===== src/pss_map.svh =====
// Constants for the position synchronized start block
`ifndef PSS_MAP_SVH
`define PSS_MAP_SVH
`define PSS_ERR_NONE 16'h0000
`define PSS_ERR_SUB_NO_ORIGIN 16'h0158
`define PSS_ERR_LEAD_NO_ORIGIN 16'h015a
`define PSS_ERR_SAME_AXIS 16'h015b
`define PSS_ERR_LEAD_IS_SUB 16'h015d
`define PSS_AXIS_X 1'b0
`define PSS_AXIS_Y 1'b1
`define PSS_STEP_MAX 7'h50
`endif


===== src/pss_pkg.sv =====
// Types for the position synchronized start block
package pss_pkg;
    typedef enum logic [1:0] {
        PSS_IDLE = 2'b00,
        PSS_ARMED = 2'b01
    } pss_state_t;
endpackage


===== src/pss_axis_slot.sv =====
// One axis synchronization slot: arm, wait for leader position, fire start
`timescale 1ns/10ps
`default_nettype none
`include "pss_map.svh"
module pss_axis_slot
    import pss_pkg::*;
#(
    parameter int POS_W = 32,
    parameter int STEP_W = 7
) (
    input wire logic ref_clk_i,
    input wire logic nrst_i,
    input wire logic arm_i,
    input wire logic [STEP_W-1:0] arm_step_i,
    input wire logic arm_leader_i,
    input wire logic signed [POS_W-1:0] arm_target_i,
    input wire logic stop_i,
    input wire logic signed [POS_W-1:0] leader_pos_i,
    input wire logic leader_running_i,
    output logic armed_o,
    output logic leader_o,
    output logic fire_o,
    output logic [STEP_W-1:0] fire_step_o
);
    pss_state_t state, next_state;
    logic [STEP_W-1:0] step, next_step;
    logic leader, next_leader;
    logic signed [POS_W-1:0] target, next_target;
    logic fire, next_fire;

    always_comb begin
        next_state = state;
        next_step = step;
        next_leader = leader;
        next_target = target;
        next_fire = 1'b0;
        case (state)
            PSS_IDLE: begin
                if (arm_i) begin
                    next_state = PSS_ARMED;
                    next_step = arm_step_i;
                    next_leader = arm_leader_i;
                    next_target = arm_target_i;
                end
            end
            PSS_ARMED: begin
                if (stop_i) begin
                    next_state = PSS_IDLE;
                end else if (leader_running_i && leader_pos_i == target) begin
                    next_state = PSS_IDLE;
                    next_fire = 1'b1;
                end
            end
            default: next_state = PSS_IDLE;
        endcase
    end

    always_ff @(posedge ref_clk_i or negedge nrst_i) begin
        if (!nrst_i) begin
            state <= PSS_IDLE;
            step <= '0;
            leader <= 1'b0;
            target <= '0;
            fire <= 1'b0;
        end else begin
            state <= next_state;
            step <= next_step;
            leader <= next_leader;
            target <= next_target;
            fire <= next_fire;
        end
    end

    assign armed_o = (state == PSS_ARMED);
    assign leader_o = leader;
    assign fire_o = fire;
    assign fire_step_o = step;
endmodule
`default_nettype wire


===== src/pss_position_sync_start.sv =====
// Position synchronized start logic for a two-axis pulse positioning unit
`timescale 1ns/10ps
`default_nettype none
`include "pss_map.svh"
module pss_position_sync_start
    import pss_pkg::*;
#(
    parameter int POS_W = 32,
    parameter int STEP_W = 7
) (
    input wire logic ref_clk_i,
    input wire logic nrst_i,
    input wire logic position_sync_start_request_i,
    input wire logic sub_axis_select_i,
    input wire logic leader_axis_select_i,
    input wire logic [STEP_W-1:0] step_select_i,
    input wire logic signed [POS_W-1:0] leader_target_position_i,
    input wire logic [1:0] decel_stop_request_i,
    input wire logic signed [POS_W-1:0] x_present_position_i,
    input wire logic signed [POS_W-1:0] y_present_position_i,
    input wire logic [1:0] axis_running_i,
    input wire logic [1:0] origin_done_i,
    input wire logic [1:0] axis_error_i,
    output logic x_axis_busy_flag_o,
    output logic y_axis_busy_flag_o,
    output logic x_axis_origin_done_flag_o,
    output logic y_axis_origin_done_flag_o,
    output logic x_axis_error_flag_o,
    output logic y_axis_error_flag_o,
    output logic [1:0] pulse_inhibit_o,
    output logic [1:0] sync_start_o,
    output logic [STEP_W-1:0] sync_start_step_o,
    output logic done_o,
    output logic [15:0] stat_o
);
    logic req_d, next_req_d;
    logic done, next_done;
    logic [15:0] stat, next_stat;
    logic [STEP_W-1:0] start_step, next_start_step;
    logic [1:0] start, next_start;
    logic [1:0] arm;
    logic [1:0] armed;
    logic [1:0] slot_leader;
    logic [1:0] fire;
    logic [STEP_W-1:0] fire_step [2];
    logic req_edge;

    // Present position of the axis that a select code names
    function automatic logic signed [POS_W-1:0] axis_pos(input logic sel);
        axis_pos = (sel == `PSS_AXIS_Y) ? y_present_position_i : x_present_position_i;
    endfunction

    assign req_edge = position_sync_start_request_i && !req_d;

    always_comb begin
        next_req_d = position_sync_start_request_i;
        next_done = 1'b0;
        next_stat = stat;
        arm = 2'b00;
        if (req_edge) begin
            // Checks in priority order; the first failure is the one reported
            if (leader_axis_select_i == sub_axis_select_i) begin
                next_stat = `PSS_ERR_SAME_AXIS;
            end else if (!origin_done_i[leader_axis_select_i]) begin
                next_stat = `PSS_ERR_LEAD_NO_ORIGIN;
            end else if (!origin_done_i[sub_axis_select_i]) begin
                next_stat = `PSS_ERR_SUB_NO_ORIGIN;
            end else if (armed[leader_axis_select_i]) begin
                next_stat = `PSS_ERR_LEAD_IS_SUB;
            end else begin
                next_stat = `PSS_ERR_NONE;
                next_done = 1'b1;
                arm[sub_axis_select_i] = 1'b1;
            end
        end
    end

    always_ff @(posedge ref_clk_i or negedge nrst_i) begin
        if (!nrst_i) begin
            req_d <= 1'b0;
            done <= 1'b0;
            stat <= `PSS_ERR_NONE;
        end else begin
            req_d <= next_req_d;
            done <= next_done;
            stat <= next_stat;
        end
    end

    genvar g;
    generate
        for (g = 0; g < 2; g++) begin : g_slot
            pss_axis_slot #(
                .POS_W(POS_W),
                .STEP_W(STEP_W)
            ) u_slot (
                .ref_clk_i(ref_clk_i),
                .nrst_i(nrst_i),
                .arm_i(arm[g]),
                .arm_step_i(step_select_i),
                .arm_leader_i(leader_axis_select_i),
                .arm_target_i(leader_target_position_i),
                .stop_i(decel_stop_request_i[g]),
                .leader_pos_i(axis_pos(slot_leader[g])),
                .leader_running_i(axis_running_i[slot_leader[g]]),
                .armed_o(armed[g]),
                .leader_o(slot_leader[g]),
                .fire_o(fire[g]),
                .fire_step_o(fire_step[g])
            );
        end
    endgenerate

    // Start pulse and step registered so data outputs come from flops
    always_comb begin
        next_start = fire;
        next_start_step = start_step;
        if (fire[1]) begin
            next_start_step = fire_step[1];
        end else if (fire[0]) begin
            next_start_step = fire_step[0];
        end
    end

    always_ff @(posedge ref_clk_i or negedge nrst_i) begin
        if (!nrst_i) begin
            start <= 2'b00;
            start_step <= '0;
        end else begin
            start <= next_start;
            start_step <= next_start_step;
        end
    end

    // Busy holds while armed even though no pulses leave the axis
    assign x_axis_busy_flag_o = armed[0] || axis_running_i[0];
    assign y_axis_busy_flag_o = armed[1] || axis_running_i[1];
    assign pulse_inhibit_o = armed;
    assign x_axis_origin_done_flag_o = origin_done_i[0];
    assign y_axis_origin_done_flag_o = origin_done_i[1];
    assign x_axis_error_flag_o = axis_error_i[0];
    assign y_axis_error_flag_o = axis_error_i[1];
    assign sync_start_o = start;
    assign sync_start_step_o = start_step;
    assign done_o = done;
    assign stat_o = stat;

    logic signed [POS_W-1:0] leader_target_position_q0;

    always_ff @(posedge ref_clk_i or negedge nrst_i) begin
        if (!nrst_i) begin
            leader_target_position_q0 <= '0;
        end else if (arm[0]) begin
            leader_target_position_q0 <= leader_target_position_i;
        end
    end
endmodule
`default_nettype wire


===== config.mk =====
export PLATFORM = sky130hd
export DESIGN_NAME = pss_position_sync_start
export DESIGN_NICKNAME = d
export VERILOG_FILES = /design/src/pss_pkg.sv /design/src/pss_axis_slot.sv /design/src/pss_position_sync_start.sv
export VERILOG_INCLUDE_DIRS = /design/src /design/src/src
export SDC_FILE = /design/constraint.sdc
export NUM_CORES = 1
export LEC_CHECK = 0
export BUFFER_PORTS_ARGS = -buffer_cell sky130_fd_sc_hd__buf_4
export CAP_MARGIN = 5
export CORE_MARGIN = 1.5
export CORE_UTILIZATION = 30
export CTS_BUF_LIST = sky130_fd_sc_hd__clkbuf_16
export CTS_CLUSTER_DIAMETER = 200
export CTS_CLUSTER_SIZE = 20
export DETAILED_ROUTE_END_ITERATION = 6
export PLACE_DENSITY_LB_ADDON = 0.3
export SLEW_MARGIN = 20
export SYNTH_ARGS = -nofsm -noshare
export SYNTH_HDL_FRONTEND = slang
export SYNTH_HIERARCHICAL = 1
export SYNTH_SLANG_ARGS = --single-unit

===== constraint.sdc =====
create_clock -name ref_clk_i -period 7.06 [get_ports ref_clk_i]
set_input_delay 0.353 -clock ref_clk_i [delete_from_list [all_inputs] [get_ports ref_clk_i]]
set_output_delay 0.353 -clock ref_clk_i [all_outputs]
set_load 0.05 [all_outputs]

==> impl_metrics.tcl <==
set metrics [dict create \
    status "finished, violations left" \
    violations "hold timing" \
    clk_latency_ns 0.35 \
    track_usage_pct 15.4 \
    worst_pin_slew_ns 0.733 \
    dieArea_um2 18900 \
    r2r_start "g_slot[1].u_slot/leader_o" \
    grt_antenna_before_repair 0 \
    cts_tree "built" \
    io_pins 150 \
    cts_resized 0 \
    fmax_mhz 352 \
    fin_hold_ws_ns -0.00356 \
    pre_cts_slack_ns 4.24 \
    endpoint_kind "flip-flop" \
    dp_cells 786 \
    grt_pass1_wl_mm 21.6 \
    grt_max_degree 58 \
    start_util_pct 30.5 \
    dp_hpwl_mm 9.94 \
    die_h_um 138 \
    post_cts_buffers 0 \
    ys_ff_latch 99 \
    synth_edf_count 0 \
    fin_ws_ns 4.22 \
    cp.arrival_ns 3.08 \
    nets 684 \
    r2r_end "g_slot[1].u_slot/state[0]" \
    cp-startpoint "g_slot[1].u_slot/leader_o" \
    syn_area_um2 5430 \
    ys_async_sr_fraction_pct 100 \
    power.density_nw_per_um2 246 \
    yosysSeqAreaShare_pct 45.6 \
    hold_viol_final 1 \
    cts-buffers-inserted 9 \
    synth.distinct_cells 36 \
    drt_iter0_drc 115 \
    globalRoute.totalOverflow 0 \
    diodes 0 \
    yosysWarnings 6 \
    clk_pin_slew_worst_paths_ns 0.07 \
    setup_viol 0 \
    drive_gt1_share_pct 52.5 \
    detail-route-antenna-nets 0 \
    power.leakage_uw 0.00313 \
    rrSetupSlack_ns 4.22 \
    required_ns 7.30 \
    clkSinkCount 99 \
    fin_crit_sh_pct 40.3 \
    drtPass1Iterations 4 \
    remaining_drc_errors 0 \
    total_power_uw 1700 \
    core_um2 17800 \
    vdd_drop_max_mv 0.118 \
    rsz0062_at_grt "no" \
    synth.avg_cell_area_um2 12.2 \
    drv_cap 0 \
    fin_cells 800 \
    wl_per_cell_um 17.2 \
    place_congestion 0.991 \
    die_w_um 138 \
    grt_pass1_vias 4038 \
    cts_root_buf "clkbuf_16" \
    core.rowCount 49 \
    vias_per_cell 4.78 \
    hp-class "in2async" \
    layout_commonest_cell "buf_4" \
    vias 3827 \
    fin_worst_skew_ns 0.00752 \
    cts_buffer_depth 2 \
    finalMaxSlewViolations 0 \
    syn_inst 445 \
    routed_wl_mm 13.7 \
    synthFlopType "dfrtp_1" \
    layout_min_cycle_time_ns 2.84 \
    hold_buffers 0 \
    tns_ns 0 \
    final_cell_mix "buf_4 (141), mux2_2 (136), dfrtp_1 (99)" \
    area_growth_pct 27.2 \
    crit_fanout 34 \
    worstSetupPathType "reg2reg" \
    htree_num_levels 3 \
    port_buffers 136 \
    worstRegToRegCells 7 \
    startpoint_type "flip-flop" \
    slew_headroom_pct 51.1 \
]
==> per-layer routing <==
| metal | share of wire [%] | global-route usage (%) | up-vias |
|---|---|---|---|
| li1 | - | - | 1790 |
| met1 | 42 | 18.7 | 1895 |
| met2 | 49 | 25.8 | 124 |
| met3 | 6.5 | 4.38 | 18 |
| met4 | 1.6 | 5.56 | 0 |
| met5 | 0 | 0 | - |
==> sequential cells by signal, summed over array words and instances (netlist names) <==
signal / cells
g_slot.u_slot/state: 2
req_d: 1
g_slot.u_slot/fire_o: 2
g_slot.u_slot/fire_step_o: 14
done_o: 1
sync_start_o: 2
sync_start_step_o: 7
g_slot.u_slot/leader_o: 2
stat_o: 4
g_slot.u_slot/target: 64
==> per-stage QoR <==
step                      instance area [µm²]  util (%)
after floorplan                          5460         -
after global placement                   6610      37.0
after detailed placement                 6610      37.0
after CTS                                6910      38.7
after global routing                     6910      38.7
final                                    6910      38.7
==> worst max-delay path, stage by stage (launching register included) <==
cell     delay (ns)
dfrtp_1        0.32
buf_4          0.42
mux2_2         0.40
xnor2_1        0.17
nand4_1        0.17
or4_1          0.41
or4_1          0.58
a31o_1         0.24
==> worst max-delay path by stage <==
stage,end
final,g_slot[1].u_slot/state[0]
after CTS,g_slot[1].u_slot/state[0]
after detailed placement,g_slot[1].u_slot/state[0]
after floorplan,g_slot[0].u_slot/state[0]
after global routing,g_slot[1].u_slot/state[0]
after global placement,g_slot[1].u_slot/state[0]
==> where the power goes <==
| part | switching, µW | leakage (µW) | total (µW) | internal [µW] |
|---|---|---|---|---|
| Clock | 210 | 0.000149 | 517 | 307 |
| Combinational | 210 | 0.00171 | 458 | 248 |
| Sequential | 59.0 | 0.00126 | 723 | 664 |
==> cell families (layout without fill, tap and decap cells) <==
logic type,count (synthesis),after routing,synth area share [%]
AND/OR/NAND/NOR,59,59,6.38
AO/OA/AOI/OAI,35,35,4.05
buffers and inverters,51,169,4.97
XOR/XNOR,55,55,8.86
multiplexers,145,145,30.1
other,1,9,0.0690
flip-flops,99,99,45.6
==> cells in the mapped netlist (8+ instances only) <==
master / n / share of area, %
buf_2: 9 / 0.83
buf_4: 16 / 2.2
mux2i_1: 8 / 1.5
inv_1: 14 / 0.97
o21ai_0: 20 / 1.8
xor2_1: 34 / 5.5
dfrtp_1: 99 / 46
clkbuf_1: 11 / 0.76
xnor2_1: 21 / 3.4
nor4_1: 8 / 0.92
mux2_2: 136 / 28
nand2_1: 23 / 1.6
==> final cells by class <==
cell class	instances	area [µm²]
Timing Repair Buffer	141	1060
Clock buffer	9	225
Clock inverter	5	80.1
Fill cell	1752	10900
Multi-Input combinational cell	303	2730
Inverter	14	52.6
Sequential cell	99	2480
Tap cell	229	287
No activity file was read; power rests on OpenSTA's default activity.
